--- config.mk ---
export PLATFORM = sky130hd
export DESIGN_NAME = cabe_exec
export DESIGN_NICKNAME = d
export VERILOG_FILES = /design/src/core/cabe_pkg.sv /design/src/core/cabe_alu.sv /design/src/core/cabe_exec.sv
export SDC_FILE = /design/constraint.sdc
export NUM_CORES = 1
export LEC_CHECK = 0
export BUFFER_PORTS_ARGS = -buffer_cell sky130_fd_sc_hd__buf_4
export CORE_ASPECT_RATIO = 1.1
export CORE_MARGIN = 8
export CORE_UTILIZATION = 56
export CTS_BUF_LIST = sky130_fd_sc_hd__clkbuf_8
export DETAILED_ROUTE_END_ITERATION = 7
export PLACE_DENSITY = 0.8
export SLEW_MARGIN = 15
export SYNTH_ARGS = -nofsm -noshare
export SYNTH_HDL_FRONTEND = slang
export SYNTH_SLANG_ARGS = --single-unit
--- constraint.sdc ---
create_clock -name core_clk_i -period 6.92 [get_ports core_clk_i]
set_input_delay 0.346 -clock core_clk_i [delete_from_list [all_inputs] [get_ports core_clk_i]]
set_output_delay 0.346 -clock core_clk_i [all_outputs]
set_load 0.005 [all_outputs]
--- src/core/cabe_pkg.sv ---
package cabe_pkg;

  // Operations carried out by the execute block
  typedef enum logic [5:0] {
    OP_NOP,
    OP_ADD,
    OP_ADD_CARRY,
    OP_SUB,
    OP_MINUS_CONST,
    OP_MINUS_WITH_BORROW,
    OP_MINUS_CONST_BORROW,
    OP_WORD_PLUS_IMM,
    OP_WORD_MINUS_IMM,
    OP_AND,
    OP_BITAND_CONST,
    OP_OR,
    OP_BITOR_CONST,
    OP_BITXOR_REGS,
    OP_SET_MASK_BITS,
    OP_CLEAR_MASK_BITS,
    OP_ZERO_MINUS_TEST,
    OP_UNSIGNED_PRODUCT,
    OP_SIGNED_PRODUCT,
    OP_MIXED_PRODUCT,
    OP_FRAC_UNSIGNED_PRODUCT,
    OP_FRAC_SIGNED_PRODUCT,
    OP_FRAC_MIXED_PRODUCT,
    OP_COMPARE_REGS,
    OP_COMPARE_WITH_CARRY,
    OP_COMPARE_IMM,
    OP_RELATIVE_JUMP,
    OP_INDIRECT_JUMP,
    OP_DIRECT_JUMP,
    OP_RELATIVE_CALL,
    OP_INDIRECT_CALL,
    OP_DIRECT_CALL,
    OP_EQUAL_SKIP,
    OP_SKIP_REG_BIT_CLEAR,
    OP_SKIP_REG_BIT_SET,
    OP_SKIP_IO_BIT_CLEAR,
    OP_SKIP_IO_BIT_SET,
    OP_BRANCH_FLAG_SET,
    OP_BRANCH_FLAG_CLEAR,
    OP_BRANCH_SIGNED_GE,
    OP_BRANCH_SIGNED_LT,
    OP_SET_IO_BIT,
    OP_CLEAR_IO_BIT,
    OP_PORT_IN,
    OP_PORT_OUT,
    OP_LOAD_DIRECT,
    OP_WRITE_DIRECT
  } cabe_op_type;

  // Decoded request: a is Rd, b is Rr or the immediate
  typedef struct packed {
    cabe_op_type op;
    logic [7:0] a;
    logic [7:0] b;
    logic [15:0] word;
    logic [15:0] k;
    logic [2:0] sel;
    logic [7:0] addr;
    logic next_two_word;
  } cabe_req_type;

  // Committed result, valid for the one cycle done is high
  typedef struct packed {
    logic wr_byte;
    logic wr_word;
    logic wr_prod;
    logic [15:0] data;
    logic push;
    logic [15:0] push_addr;
    logic io_we;
    logic [7:0] io_addr;
    logic [7:0] io_data;
    logic [7:0] io_mask;
  } cabe_res_type;

  // Flag positions in the flag register
  localparam int FLAG_C = 0;
  localparam int FLAG_Z = 1;
  localparam int FLAG_N = 2;
  localparam int FLAG_V = 3;
  localparam int FLAG_S = 4;
  localparam int FLAG_H = 5;

  // I/O map
  localparam logic [7:0] IO_DS_OFFSET = 8'h20;
  localparam logic [5:0] IO_BIT_PORT_MAX = 6'h1F;
  localparam logic [7:0] EXT_IO_LO = 8'h60;
  localparam logic [5:0] EVT_PORT = 6'h16;
  localparam logic [7:0] MASK_ALL = 8'hFF;
  localparam logic [7:0] MASK_BIT0 = 8'h01;
  localparam logic [7:0] BYTE_ZERO = 8'h00;

  // Cycle counts
  localparam logic [2:0] CYC_ONE = 3'h1;
  localparam logic [2:0] CYC_WORD = 3'h2;
  localparam logic [2:0] CYC_MUL = 3'h2;
  localparam logic [2:0] CYC_RELATIVE_JUMP = 3'h2;
  localparam logic [2:0] CYC_INDIRECT_JUMP = 3'h2;
  localparam logic [2:0] CYC_JMP = 3'h3;
  localparam logic [2:0] CYC_RELATIVE_CALL = 3'h3;
  localparam logic [2:0] CYC_INDIRECT_CALL = 3'h3;
  localparam logic [2:0] CYC_CALL = 3'h4;
  localparam logic [2:0] CYC_BIT_IO = 3'h2;
  localparam logic [2:0] CYC_LDST = 3'h2;
  localparam logic [2:0] CYC_BR_TAKEN = 3'h2;
  localparam logic [2:0] CYC_SKIP_ONE = 3'h2;
  localparam logic [2:0] CYC_SKIP_TWO = 3'h3;

  // Program counter steps, in 16-bit words
  localparam logic [15:0] PC_STEP = 16'h0001;
  localparam logic [15:0] PC_TWO = 16'h0002;
  localparam logic [15:0] PC_THREE = 16'h0003;
  localparam logic [15:0] PC_RESET = 16'h0000;
  localparam logic [7:0] FLAGS_RESET = 8'h00;

endpackage

--- src/core/cabe_alu.sv ---
`timescale 1ns/1ns
module cabe_alu
  import cabe_pkg::*;
(
  input wire cabe_op_type op_i, // Operation
  input wire logic [7:0] a_i, // Rd
  input wire logic [7:0] b_i, // Rr or immediate
  input wire logic [15:0] word_i, // Register pair value
  input wire logic [7:0] flags_i, // Current flags
  output logic [15:0] res_o, // Result
  output logic [7:0] flags_o // Flags after the operation
);

  logic cin;
  logic a_sg;
  logic b_sg;
  logic [8:0] add_r;
  logic [8:0] sub_r;
  logic [16:0] w_add;
  logic [16:0] w_sub;
  logic signed [17:0] prod_s;
  logic [15:0] prod;
  logic [15:0] frac;
  logic [7:0] r8;

  // Shared adders; carry only for the with-carry forms
  assign cin = (op_i == OP_ADD_CARRY || op_i == OP_MINUS_WITH_BORROW ||
                op_i == OP_MINUS_CONST_BORROW || op_i == OP_COMPARE_WITH_CARRY) &&
               flags_i[FLAG_C];
  assign add_r = {1'b0, a_i} + {1'b0, b_i} + {8'h00, cin};
  assign sub_r = {1'b0, a_i} - {1'b0, b_i} - {8'h00, cin};
  assign w_add = {1'b0, word_i} + {11'h000, b_i[5:0]};
  assign w_sub = {1'b0, word_i} - {11'h000, b_i[5:0]};

  // One 9x9 signed multiplier covers all signedness mixes
  assign a_sg = op_i inside {OP_SIGNED_PRODUCT, OP_MIXED_PRODUCT,
                             OP_FRAC_SIGNED_PRODUCT, OP_FRAC_MIXED_PRODUCT};
  assign b_sg = op_i inside {OP_SIGNED_PRODUCT, OP_FRAC_SIGNED_PRODUCT};
  assign prod_s = $signed({a_sg & a_i[7], a_i}) * $signed({b_sg & b_i[7], b_i});
  assign prod = prod_s[15:0];
  assign frac = {prod[14:0], 1'b0};

  // Result and flag update per operation
  always_comb
  begin
    res_o = 16'h0000;
    flags_o = flags_i;
    r8 = BYTE_ZERO;
    case (op_i)
      OP_ADD, OP_ADD_CARRY:
      begin
        r8 = add_r[7:0];
        res_o = {8'h00, r8};
        flags_o[FLAG_H] = (a_i[3] & b_i[3]) | (b_i[3] & ~r8[3]) | (~r8[3] & a_i[3]); // RULE_07
        flags_o[FLAG_V] = (a_i[7] & b_i[7] & ~r8[7]) | (~a_i[7] & ~b_i[7] & r8[7]);
        flags_o[FLAG_C] = add_r[8];
        flags_o[FLAG_N] = r8[7];
        flags_o[FLAG_Z] = (r8 == BYTE_ZERO);
      end
      OP_SUB, OP_MINUS_CONST, OP_MINUS_WITH_BORROW, OP_MINUS_CONST_BORROW,
      OP_COMPARE_REGS, OP_COMPARE_WITH_CARRY, OP_COMPARE_IMM:
      begin
        r8 = sub_r[7:0];
        res_o = {8'h00, r8};
        flags_o[FLAG_H] = (~a_i[3] & b_i[3]) | (b_i[3] & r8[3]) | (r8[3] & ~a_i[3]); // RULE_17
        flags_o[FLAG_V] = (a_i[7] & ~b_i[7] & ~r8[7]) | (~a_i[7] & b_i[7] & r8[7]);
        flags_o[FLAG_C] = sub_r[8];
        flags_o[FLAG_N] = r8[7];
        // Carry forms keep zero only if it was already set, for multi-byte chains
        flags_o[FLAG_Z] = (r8 == BYTE_ZERO) && (!cin_form(op_i) || flags_i[FLAG_Z]);
      end
      OP_WORD_PLUS_IMM, OP_WORD_MINUS_IMM:
      begin
        res_o = (op_i == OP_WORD_PLUS_IMM) ? w_add[15:0] : w_sub[15:0]; // RULE_08
        flags_o[FLAG_V] = (op_i == OP_WORD_PLUS_IMM) ? (~word_i[15] & res_o[15])
                                                      : (word_i[15] & ~res_o[15]);
        flags_o[FLAG_C] = (op_i == OP_WORD_PLUS_IMM) ? (word_i[15] & ~res_o[15])
                                                      : (~word_i[15] & res_o[15]);
        flags_o[FLAG_N] = res_o[15];
        flags_o[FLAG_S] = res_o[15] ^ flags_o[FLAG_V];
        flags_o[FLAG_Z] = (res_o == 16'h0000);
      end
      OP_AND, OP_BITAND_CONST, OP_OR, OP_BITOR_CONST, OP_BITXOR_REGS,
      OP_SET_MASK_BITS, OP_CLEAR_MASK_BITS, OP_ZERO_MINUS_TEST:
      begin
        if (op_i == OP_AND || op_i == OP_BITAND_CONST)
          r8 = a_i & b_i; // RULE_09
        else if (op_i == OP_OR || op_i == OP_BITOR_CONST || op_i == OP_SET_MASK_BITS)
          r8 = a_i | b_i; // RULE_10
        else if (op_i == OP_CLEAR_MASK_BITS)
          r8 = a_i & (MASK_ALL - b_i); // RULE_10
        else if (op_i == OP_ZERO_MINUS_TEST)
          r8 = a_i & a_i; // RULE_11
        else
          r8 = a_i ^ b_i;
        res_o = {8'h00, r8};
        flags_o[FLAG_V] = 1'b0;
        flags_o[FLAG_N] = r8[7];
        flags_o[FLAG_Z] = (r8 == BYTE_ZERO);
      end
      OP_UNSIGNED_PRODUCT, OP_SIGNED_PRODUCT, OP_MIXED_PRODUCT:
      begin
        res_o = prod; // RULE_12
        flags_o[FLAG_C] = prod[15];
        flags_o[FLAG_Z] = (prod == 16'h0000);
      end
      OP_FRAC_UNSIGNED_PRODUCT, OP_FRAC_SIGNED_PRODUCT, OP_FRAC_MIXED_PRODUCT:
      begin
        res_o = frac; // RULE_13
        flags_o[FLAG_C] = prod[15];
        flags_o[FLAG_Z] = (frac == 16'h0000);
      end
      default:
      begin
        res_o = 16'h0000;
      end
    endcase
  end

  function automatic logic cin_form(input cabe_op_type op);
    cin_form = (op == OP_MINUS_WITH_BORROW || op == OP_MINUS_CONST_BORROW ||
                op == OP_COMPARE_WITH_CARRY);
  endfunction

endmodule

--- src/core/cabe_exec.sv ---
`timescale 1ns/1ns
// Functional notes
// RULE_01: Software zeroes reserved bits; reserved I/O is never written.
// RULE_02: Bit set, clear and skips act only on I/O 0x00..0x1F.
// RULE_03: Bit set and clear touch only the addressed bit.
// RULE_04: Some status flags clear on a written one.
// RULE_05: Port I/O 0x00..0x3F; data space adds 0x20.
// RULE_06: Extended I/O 0x60..0xFF by data-space access only.
// RULE_07: Register add and subtract forms: 1 cycle, flags Z C N V H.
// RULE_08: Word add or subtract immediate: 2 cycles, flags Z C N V S.
// RULE_09: AND, OR, XOR: 1 cycle, flags Z N V.
// RULE_10: Set-bits ORs constant; clear-bits ANDs 0xFF minus constant.
// RULE_11: Zero-or-minus test ANDs register with itself: 1 cycle, Z N V.
// RULE_12: Multiplies write product to pair one:zero, 2 cycles, flags Z C.
// RULE_13: Fractional multiplies shift product left one, 2 cycles.
// RULE_14: Relative jump PC+k+1, indirect Z: 2 cycles; direct jump 3.
// RULE_15: Relative and indirect calls 3 cycles, direct 4; indirect targets Z.
// RULE_16: Skips advance PC by 2 or 3, taking 1, 2 or 3 cycles.
// RULE_17: Compares subtract without storing: 1 cycle, flags Z N V C H.
// RULE_18: Flag branches load PC+k+1 if taken; 1 cycle, 2 if taken.
// RULE_19: Signed ge taken when N xor V is 0, lt when 1.
// RULE_20: Unsigned ge on carry clear, lower on carry set.
// RULE_21: Branches on I, T, V and H flags, set or clear.
// RULE_22: I/O bit set or clear: 2 cycles, no flag change.
// RULE_23: Skips advance 3 over a two-word instruction.
module cabe_exec
  import cabe_pkg::*;
(
  input wire logic core_clk_i, // Core clock
  input wire logic rst_i, // Synchronous reset
  input wire logic req_valid_i, // Request present
  input wire cabe_req_type req_i, // Decoded request
  output logic ready_o, // Request taken when high with valid
  output logic done_o, // Result valid pulse
  output cabe_res_type result_o, // Result bundle
  output logic [15:0] pc_o, // Program counter
  output logic [7:0] flags_o, // Flag register
  input wire logic flag_wr_i, // External flag write
  input wire logic [7:0] flag_wdata_i, // External flag value
  output logic io_rd_o, // I/O read strobe
  output logic [7:0] io_raddr_o, // I/O read address, data space
  input wire logic [7:0] io_rdata_i, // I/O read data, same cycle
  input wire logic [7:0] event_i, // Peripheral events
  output logic [7:0] event_flags_o // Write-one-to-clear event flags
);

  typedef enum {ST_IDLE, ST_BUSY} cabe_state_type;

  localparam logic [7:0] EVT_DS = IO_DS_OFFSET + {2'b00, EVT_PORT};
  localparam logic [7:0] BIT_DS_MAX = IO_DS_OFFSET + {2'b00, IO_BIT_PORT_MAX};

  cabe_state_type state_q, state_d;
  logic [2:0] cnt_q, cnt_d;
  cabe_res_type pend_q, pend_d, out_q, out_d;
  logic [7:0] pflags_q, pflags_d, flags_q, flags_d;
  logic [15:0] ppc_q, ppc_d, pc_q, pc_d;
  logic done_q, done_d;
  logic [7:0] evt_q, evt_d;
  logic accept;
  logic [15:0] alu_res;
  logic [7:0] alu_flags;
  logic [7:0] ds_addr;
  logic io_hit;
  logic [7:0] rdata;
  logic [7:0] bit_mask;
  logic cond;
  logic [2:0] cyc;
  cabe_res_type calc;
  logic [15:0] npc;
  logic [15:0] rel_pc;
  logic [15:0] skip_pc;
  logic [2:0] skip_cyc;
  logic [7:0] evt_clr;

  cabe_alu u_alu (
    .op_i(req_i.op),
    .a_i(req_i.a),
    .b_i(req_i.b),
    .word_i(req_i.word),
    .flags_i(flags_q),
    .res_o(alu_res),
    .flags_o(alu_flags)
  );

  assign accept = req_valid_i && (state_q == ST_IDLE);
  assign ready_o = (state_q == ST_IDLE);
  assign rel_pc = pc_q + req_i.k + PC_STEP;
  assign skip_pc = pc_q + (req_i.next_two_word ? PC_THREE : PC_TWO); // RULE_23
  assign skip_cyc = req_i.next_two_word ? CYC_SKIP_TWO : CYC_SKIP_ONE; // RULE_16
  assign bit_mask = MASK_BIT0 << req_i.sel;

  // I/O address: port forms add the offset, data-space forms use it as is
  always_comb
  begin
    ds_addr = req_i.addr;
    io_hit = 1'b0;
    if (req_i.op inside {OP_SET_IO_BIT, OP_CLEAR_IO_BIT, OP_SKIP_IO_BIT_CLEAR,
                         OP_SKIP_IO_BIT_SET})
    begin
      ds_addr = IO_DS_OFFSET + {2'b00, req_i.addr[5:0]}; // RULE_05
      io_hit = (req_i.addr[5:0] <= IO_BIT_PORT_MAX); // RULE_02
    end
    else if (req_i.op == OP_PORT_IN || req_i.op == OP_PORT_OUT)
    begin
      // Six address bits keep port forms out of the extended region
      ds_addr = IO_DS_OFFSET + {2'b00, req_i.addr[5:0]}; // RULE_05 RULE_06
      io_hit = 1'b1;
    end
    else if (req_i.op == OP_LOAD_DIRECT || req_i.op == OP_WRITE_DIRECT)
    begin
      io_hit = (req_i.addr >= IO_DS_OFFSET); // RULE_06
    end
  end

  // The event flag register answers reads itself; all else comes from outside
  assign io_raddr_o = ds_addr;
  assign io_rd_o = accept && io_hit && !(req_i.op inside {OP_PORT_OUT, OP_WRITE_DIRECT});
  assign rdata = (ds_addr == EVT_DS) ? evt_q : io_rdata_i;

  // Per-operation result, next PC and cycle count
  always_comb
  begin
    calc = '0;
    cyc = CYC_ONE;
    npc = pc_q + PC_STEP;
    cond = 1'b0;
    case (req_i.op)
      OP_ADD, OP_ADD_CARRY, OP_SUB, OP_MINUS_CONST, OP_MINUS_WITH_BORROW,
      OP_MINUS_CONST_BORROW, OP_AND, OP_BITAND_CONST, OP_OR, OP_BITOR_CONST,
      OP_BITXOR_REGS, OP_SET_MASK_BITS, OP_CLEAR_MASK_BITS, OP_ZERO_MINUS_TEST:
      begin
        calc.wr_byte = 1'b1; // RULE_07 RULE_09 RULE_11
        calc.data = alu_res;
      end
      OP_WORD_PLUS_IMM, OP_WORD_MINUS_IMM:
      begin
        calc.wr_word = 1'b1;
        calc.data = alu_res;
        cyc = CYC_WORD; // RULE_08
      end
      OP_UNSIGNED_PRODUCT, OP_SIGNED_PRODUCT, OP_MIXED_PRODUCT,
      OP_FRAC_UNSIGNED_PRODUCT, OP_FRAC_SIGNED_PRODUCT, OP_FRAC_MIXED_PRODUCT:
      begin
        calc.wr_prod = 1'b1;
        calc.data = alu_res;
        cyc = CYC_MUL; // RULE_12 RULE_13
      end
      OP_RELATIVE_JUMP:
      begin
        npc = rel_pc;
        cyc = CYC_RELATIVE_JUMP; // RULE_14
      end
      OP_INDIRECT_JUMP:
      begin
        npc = req_i.word; // RULE_14
        cyc = CYC_INDIRECT_JUMP;
      end
      OP_DIRECT_JUMP:
      begin
        npc = req_i.k;
        cyc = CYC_JMP; // RULE_14
      end
      OP_RELATIVE_CALL, OP_INDIRECT_CALL:
      begin
        calc.push = 1'b1;
        calc.push_addr = pc_q + PC_STEP;
        npc = (req_i.op == OP_RELATIVE_CALL) ? rel_pc : req_i.word; // RULE_15
        cyc = (req_i.op == OP_RELATIVE_CALL) ? CYC_RELATIVE_CALL : CYC_INDIRECT_CALL;
      end
      OP_DIRECT_CALL:
      begin
        calc.push = 1'b1;
        calc.push_addr = pc_q + PC_TWO;
        npc = req_i.k;
        cyc = CYC_CALL; // RULE_15
      end
      OP_EQUAL_SKIP, OP_SKIP_REG_BIT_CLEAR, OP_SKIP_REG_BIT_SET,
      OP_SKIP_IO_BIT_CLEAR, OP_SKIP_IO_BIT_SET:
      begin
        if (req_i.op == OP_EQUAL_SKIP)
          cond = (req_i.a == req_i.b);
        else if (req_i.op == OP_SKIP_REG_BIT_CLEAR)
          cond = !req_i.a[req_i.sel];
        else if (req_i.op == OP_SKIP_REG_BIT_SET)
          cond = req_i.a[req_i.sel];
        else if (req_i.op == OP_SKIP_IO_BIT_CLEAR)
          cond = io_hit && !rdata[req_i.sel]; // RULE_02
        else
          cond = io_hit && rdata[req_i.sel];
        if (cond)
        begin
          npc = skip_pc; // RULE_16
          cyc = skip_cyc;
        end
      end
      OP_BRANCH_FLAG_SET, OP_BRANCH_FLAG_CLEAR, OP_BRANCH_SIGNED_GE, OP_BRANCH_SIGNED_LT:
      begin
        // Any flag by select covers carry, zero, I, T, V and H aliases
        if (req_i.op == OP_BRANCH_FLAG_SET)
          cond = flags_q[req_i.sel]; // RULE_20 RULE_21
        else if (req_i.op == OP_BRANCH_FLAG_CLEAR)
          cond = !flags_q[req_i.sel]; // RULE_20 RULE_21
        else if (req_i.op == OP_BRANCH_SIGNED_GE)
          cond = !(flags_q[FLAG_N] ^ flags_q[FLAG_V]); // RULE_19
        else
          cond = flags_q[FLAG_N] ^ flags_q[FLAG_V]; // RULE_19
        if (cond)
        begin
          npc = rel_pc; // RULE_18
          cyc = CYC_BR_TAKEN;
        end
      end
      OP_SET_IO_BIT, OP_CLEAR_IO_BIT:
      begin
        // Masked write: only the addressed bit reaches the peripheral
        calc.io_we = io_hit; // RULE_02
        calc.io_addr = ds_addr;
        calc.io_mask = bit_mask; // RULE_03
        calc.io_data = (req_i.op == OP_SET_IO_BIT) ? bit_mask : BYTE_ZERO;
        cyc = CYC_BIT_IO; // RULE_22
      end
      OP_PORT_IN, OP_LOAD_DIRECT:
      begin
        calc.wr_byte = 1'b1;
        calc.data = {8'h00, io_hit ? rdata : BYTE_ZERO};
        cyc = (req_i.op == OP_PORT_IN) ? CYC_ONE : CYC_LDST;
      end
      OP_PORT_OUT, OP_WRITE_DIRECT:
      begin
        calc.io_we = io_hit;
        calc.io_addr = ds_addr;
        calc.io_mask = MASK_ALL;
        calc.io_data = req_i.a;
        cyc = (req_i.op == OP_PORT_OUT) ? CYC_ONE : CYC_LDST;
      end
      default:
      begin
        cyc = CYC_ONE;
      end
    endcase
  end

  // Sequencer: single-cycle work commits at once, longer work waits out its count
  always_comb
  begin
    state_d = state_q;
    cnt_d = cnt_q;
    pend_d = pend_q;
    pflags_d = pflags_q;
    ppc_d = ppc_q;
    out_d = '0;
    done_d = 1'b0;
    flags_d = flag_wr_i ? flag_wdata_i : flags_q;
    pc_d = pc_q;
    case (state_q)
      ST_IDLE:
      begin
        if (accept && cyc == CYC_ONE)
        begin
          out_d = calc;
          done_d = 1'b1;
          flags_d = alu_flags;
          pc_d = npc;
        end
        else if (accept)
        begin
          state_d = ST_BUSY;
          cnt_d = cyc - CYC_ONE;
          pend_d = calc;
          pflags_d = alu_flags; // RULE_22
          ppc_d = npc;
        end
      end
      ST_BUSY:
      begin
        cnt_d = cnt_q - CYC_ONE;
        if (cnt_q == CYC_ONE)
        begin
          state_d = ST_IDLE;
          out_d = pend_q;
          done_d = 1'b1;
          flags_d = pflags_q;
          pc_d = ppc_q;
        end
      end
      default:
      begin
        state_d = ST_IDLE;
      end
    endcase
  end

  always_ff @(posedge core_clk_i)
  begin
    if (rst_i)
    begin
      state_q <= ST_IDLE;
      cnt_q <= 3'h0;
      pend_q <= '0;
      out_q <= '0;
      pflags_q <= FLAGS_RESET;
      ppc_q <= PC_RESET;
      flags_q <= FLAGS_RESET;
      pc_q <= PC_RESET;
      done_q <= 1'b0;
    end
    else
    begin
      state_q <= state_d;
      cnt_q <= cnt_d;
      pend_q <= pend_d;
      out_q <= out_d;
      pflags_q <= pflags_d;
      ppc_q <= ppc_d;
      flags_q <= flags_d;
      pc_q <= pc_d;
      done_q <= done_d;
    end
  end

  // Event flags: a one written clears, a new event in the same cycle wins
  assign evt_clr = (out_q.io_we && out_q.io_addr == EVT_DS) ? (out_q.io_data & out_q.io_mask)
                                                          : BYTE_ZERO;
  always_comb
  begin
    evt_d = (evt_q & ~evt_clr) | event_i; // RULE_04
  end

  always_ff @(posedge core_clk_i)
  begin
    if (rst_i)
      evt_q <= BYTE_ZERO;
    else
      evt_q <= evt_d;
  end

  assign done_o = done_q;
  assign result_o = out_q;
  assign pc_o = pc_q;
  assign flags_o = flags_q;
  assign event_flags_o = evt_q;
endmodule

### Word level (Yosys, flattened, before mapping)

Cells that the tools add are included.

| storage, ports and cells | value |
|---|---|
| register bits after elaboration | 214 |
| input bits | 94 |

| cells by class | value |
|---|---|
| add/sub/neg operators | 15 |
| multipliers | 1 |
| order comparisons | 3 |
| eq/ne operators | 56 |
| shift operators | 1 |
| multiplexer cells | 75 |
| bitwise logic cells | 44 |
| reductions and logical operators | 61 |

Operators with widths:

| kind | count |
|---|---|
| 16-bit one-hot mux with 6 select lines | 2 |
| 61-bit two-way mux | 2 |
| 61-bit one-hot mux with 2 select lines | 1 |
| 8-bit two-way mux | 14 |
| 6-bit by 5-bit == test with 1-bit output (second input constant) | 16 |
| 16-bit two-way mux | 6 |
| 32-bit two-way mux | 3 |
| 6-bit == test (second input constant) | 15 |
| 32-bit zero test | 2 |
| 16-bit one-hot mux with 2 select lines | 2 |
| 32-bit one-hot mux with 2 select lines | 1 |
| 25-bit one-hot mux with 2 select lines | 1 |
| 6-bit by 4-bit == test with 1-bit output (second input constant) | 8 |
| 16-bit zero test | 3 |
| 8-bit AND | 5 |
| 17-bit one-hot mux with 2 select lines | 1 |
| 16-bit by 1-bit adder with 16-bit output (second input constant) | 2 |
| 32-bit by 1-bit == test with 1-bit output (second input constant) | 1 |
| 1-bit two-way mux | 25 |
| 6-bit by 3-bit == test with 1-bit output (second input constant) | 4 |
| 8-bit zero test | 3 |
| 22-bit OR reduction | 1 |
| 3-bit one-hot mux with 7 select lines | 1 |
| 1-bit AND | 18 |
| 53 further kinds | 119 |

### Depth between registers and ports, before layout

| depth | value |
|---|---|
| word-level depth | 21 |
| gate-level depth with buffers | 27 |
| mapped depth without buffers | 26 |

### Modules after synthesis

Synthesis repeated with hierarchy kept, for this count alone.

| second synthesis, totals | value |
|---|---|
| cells, all modules | 2233 |
| area total of the unflattened synthesis | 16990.0 um^2 |

By module, submodules not included:

| module | times used | cells an instance | area each (um^2) | sequential area each (um^2) |
|---|---|---|---|---|
| cabe_exec | 1 | 1470 | 11024.3 | 3663.5 |
| cabe_alu | 1 | 763 | 5965.7 | 0.0 |

### Worst setup path after synthesis

Ideal clock, no wire load.

| timing | value |
|---|---|
| path type | input to register |
| start point | input port req_i[62] (netlist name) |
| end point | register pflags_q[1] |
| library setup time | 0.101 ns |
| data arrival time | 6.594 ns |
| data required time | 6.819 ns |
| setup slack | 0.225 ns |
| cell stages on the path | 25 |
| cell sequence | clkbuf_1 -> clkbuf_1 -> buf_1 -> nand2_1 -> a21oi_1 -> nand2_1 -> fa_1 -> fa_1 -> inv_1 -> fa_1 -> fa_1 -> inv_1 -> fa_1 -> inv_1 -> ha_1 -> o21ai_0 -> a21boi_0 -> o21ai_0 -> a21boi_0 -> nor2_1 -> or4_1 -> nor3_1 -> a31o_1 -> a31oi_1 -> o41ai_1 |

| on the way | value |
|---|---|
| longest elaborated chain between the ends | 21 |
| elaborated cells between the ends (all ways) | 123 |
| classes of those cells | add/sub: 2; mul: 1; eq/ne: 48; mux: 29; bitwise: 3; reduce/logical: 40 |

RTL lines:

| element | line | source |
|---|---|---|
| start: declaration | cabe_exec.sv:32 | `input wire cabe_req_type req_i,` |
| 6-bit == test, on equally long branches | -- |  |
| 1-bit logical OR | cabe_exec.sv:103 | `else if (req_i.op == OP_PORT_IN \|\| req_i.op == OP_PORT_OUT)` |
| 8-bit two-way mux | cabe_exec.sv:103 |  |
| 8-bit two-way mux | cabe_exec.sv:97 | `if (req_i.op inside {OP_SET_IO_BIT, OP_CLEAR_IO_BIT, OP_SKIP_IO_BIT_CLEAR,` |
| 8-bit by 6-bit == test with 1-bit output | cabe_exec.sv:118 | `assign rdata = (ds_addr == EVT_DS) ? evt_q : io_rdata_i;` |
| 8-bit two-way mux | cabe_exec.sv:118 |  |
| 1-bit binary-select mux with 3-bit select | cabe_exec.sv:187, cabe_exec.sv:189 |  |
| 1-bit two-way mux (implied by the code) | cabe_exec.sv:187, cabe_exec.sv:189 |  |
| (+5 left out) | -- |  |
| 1-bit two-way mux | cabe_exec.sv:180 | `if (req_i.op == OP_EQUAL_SKIP)` |
| 1-bit two-way mux | cabe_exec.sv:127 | `case (req_i.op)` |
| 2-bit two-way mux | cabe_exec.sv:190 | `if (cond)` |
| 3-bit one-hot mux with 7 select lines | cabe_exec.sv:127 |  |
| 3-bit by 1-bit == test with 1-bit output | cabe_exec.sv:258 | `if (accept && cyc == CYC_ONE)` |
| 1-bit logical AND | cabe_exec.sv:258 |  |
| 1-bit inverter (no line) | -- |  |
| 3-bit AND reduction (no line) | -- |  |
| end signal: assignment | cabe_exec.sv:313 | `pflags_q <= pflags_d;` |
| end: declaration | cabe_exec.sv:55 | `logic [7:0] pflags_q, pflags_d, flags_q, flags_d;` |

Parallel ways exist; a longest one is shown, timed or not. The select of a mux whose other input is x is not followed.
A chain may end at the register's enable or synchronous reset.

### Final worst setup path

| timing | value |
|---|---|
| start point | input port req_i[65] (netlist name) |
| end point | register pflags_q[1] |

The elaborated chain is that of the path after synthesis.

==> impl_metrics.tcl <==
set metrics [dict create \
    clk_path_buf_depth 2 \
    area_growth_pct 13.2 \
    die_h_um 195 \
    yosysWarningCount 0 \
    rsz0062_at_grt "false" \
    async_flop_share_pct 0 \
    holdPathStages 3 \
    worst-path-buf-inv 4 \
    routed_wl_um 63100 \
    finalHoldViolations 0 \
    place_area_um2 18100 \
    ys_ff_latch 183 \
    cts_inserted_buffers 17 \
    cp.required_ns 7.30 \
    clk_pin_slew_ns 0.10 \
    nFillCells 2587 \
    ir_worst_vdd_v 0.000173 \
    grt_pass1_wl_um 95800 \
    crit_path_frequent_cell "fa_1" \
    grt_max_degree 89 \
    synth.distinct_cells 90 \
    cp-start-kind "input pin" \
    rows 65 \
    avgRoutedWirePerCell_um 23.6 \
    layout_setup_ws_ns 0.594 \
    syn_area_per_cell_um2 7.52 \
    reg2reg_from "event_flags_o[2]$_SDFF_PP0_" \
    nets 2566 \
    die_w_um 179 \
    grt-ovfl-total 0 \
    layout_min_cycle_time_ns 6.33 \
    coreArea_um2 28700 \
    end_kind "flip-flop" \
    io_buffers 197 \
    maxSlewViolCount 0 \
    via_count 17400 \
    postLayoutCoreUtil_pct 64.5 \
    drt_iter0_drc 2455 \
    antenna_found_initial 0 \
    finalPower_mw 3.42 \
    slowest_delay_ns 0.54 \
    synthesis.nets 2451 \
    worstMarginPinSlew_ns 0.975 \
    cts-resized-gates 0 \
    fin_worst_skew_ns 0.0157 \
    cts_hold_buf 0 \
    clock_latency_ns 0.49 \
    hold_class "input pin to flip-flop" \
    dp_cells 2638 \
    post-cts-setup-buffers 0 \
    setup_viol 0 \
    io_pins 198 \
    cellLeakagePower_nw 7.73 \
    arrival_ns 6.71 \
    clock-sinks 183 \
    r2r_slack_ns 2.35 \
    cts_tree "yes" \
    tns_ns 0 \
    period_share_pct 91.4 \
    grt_pass1_vias 16500 \
    drv_cap 0 \
    grt_util_all_layers_pct 35.0 \
    yosysSeqAreaShare_pct 22.4 \
    stdcell_count 2670 \
    vias_per_cell 6.54 \
    synthCells 2174 \
    worstHoldStart "event_i[1]" \
    start_util_pct 56.9 \
    worstSetupPathType "input pin to flip-flop" \
    powerDensity_nw_per_um2 185 \
    cts_root_buf "clkbuf_8" \
    timing.rr.end "flags_o[1]$_SDFF_PP0_" \
    remaining_drc_errors 0 \
    reg2regPathDepth 16 \
    relSlewSlack_pct 34.4 \
    critPathMaxFanout 3 \
    drive_gt1_share_pct 13.7 \
    first_pass_iters 6 \
    synthFlopType "dfxtp_1" \
    hold_end "event_flags_o[1]$_SDFF_PP0_" \
    stdcell_area_um2 18500 \
    syn-cell-area_um2 16300 \
    dp_slack_ns 0.153 \
    dieArea_um2 34900 \
    fin_hold_ws_ns 0.0658 \
    synth-edff-count 0 \
    fmax_mhz 158 \
    postRouteAntennaNets 0 \
    run_status "completed" \
    hpwl_um 48400 \
    h-tree-depth 4 \
    diodes 0 \
    gp_congestion 1.01 \
    cp_top_family "adder cells" \
    critPathSlowestCell "fa_1" \
]
[Yosys cell counts (17+ instances only)]
cell        n  area [um^2]
nand2_1   216          811
fa_1       70         1400
dfxtp_1   183         3660
nor3_1     57          285
xnor2_1    54          473
nand4_1    18          113
clkbuf_1  125          469
inv_1     150          563
a211oi_1   36          270
a22oi_1    57          428
nor2_1    302         1130
a311oi_1   20          175
nand2b_1   18          113
a21oi_1   190          951
mux2i_1    25          250
ha_1      113         1410
nor2b_1    17          106
xor2_1     26          228
nand3_1    64          320
o21ai_0   103          515
[worst max-delay path by stage]
stage / start / to / slack [ns] / cells past startpoint
3_5_place_dp: req_i[65] / pflags_q[1]$_SDFFE_PP0P_ / 0.15 / 25
4_1_cts: req_i[65] / pflags_q[1]$_SDFFE_PP0P_ / 0.66 / 25
5_1_grt: req_i[65] / pflags_q[1]$_SDFFE_PP0P_ / 0.29 / 25
2_1_floorplan: req_i[62] / pflags_q[1]$_SDFFE_PP0P_ / 0.22 / 25
6_report: req_i[65] / pflags_q[1]$_SDFFE_PP0P_ / 0.59 / 25
3_3_place_gp: req_i[65] / pflags_q[1]$_SDFFE_PP0P_ / 0.39 / 25
[kinds of logic after synthesis]
kind of cell | Yosys count | synth area share [%]
simple gates | 776 | 21.3
flops | 183 | 22.4
xor+xnor | 80 | 4.29
fa+ha+maj | 183 | 17.2
buf+inv | 301 | 7.19
mux | 36 | 2.59
compound gates | 615 | 25.0
[flip-flops by register name (all words and copies together), names as in the netlist]
register / count
state_q: 1
done_o: 1
result_o: 61
cnt_q: 3
pflags_q: 8
flags_o: 8
event_flags_o: 8
pc_o: 16
pend_q: 61
ppc_q: 16
[tightest hold or removal path: stages]
cell,delay [ns]
buf_4,0.08
a21oi_1,0.03
nor2_1,0.07
[final cells by class]
| type | count | area (um^2) | share of cell area [%] |
|---|---|---|---|
| clock buffers | 18 | 248 | 1.34 |
| clock inverters | 14 | 165 | 0.892 |
| inverters | 155 | 582 | 3.14 |
| multi-input cells | 1690 | 11600 | 62.5 |
| flip-flops and latches | 183 | 3660 | 19.8 |
| well taps | 368 | 460 | 2.49 |
| repair buffers | 242 | 1830 | 9.88 |
[report_power, final]
| part | switching [mW] | leakage, nW | internal, mW |
|---|---|---|---|
| Clock | 0.426 | 0.213 | 0.342 |
| Sequential | 0.0641 | 1.49 | 1.11 |
| Combinational | 0.920 | 6.02 | 0.562 |
| Total | 1.41 | 7.73 | 2.01 |
[cell usage in the layout (no fill, tap or decap), drive strengths merged, types with 59 or more instances in the layout]
cell / count
a21oi: 190
buf: 242
inv: 158
fa: 70
nand3: 64
nand2: 218
nor2: 302
dfxtp: 183
nor3: 59
o21ai: 108
ha: 113
[layer usage]
layer / vias up / track usage, % / routed length, um
met1: 8252 / 46.3 / 25100
li1: 7908 / - / -
met2: 1128 / 54.0 / 28000
met3: 161 / 7.62 / 7390
met4: 0 / 15.0 / 2630
met5: - / 0 / 0
Note: power is estimated with default switching activity, not from simulation.
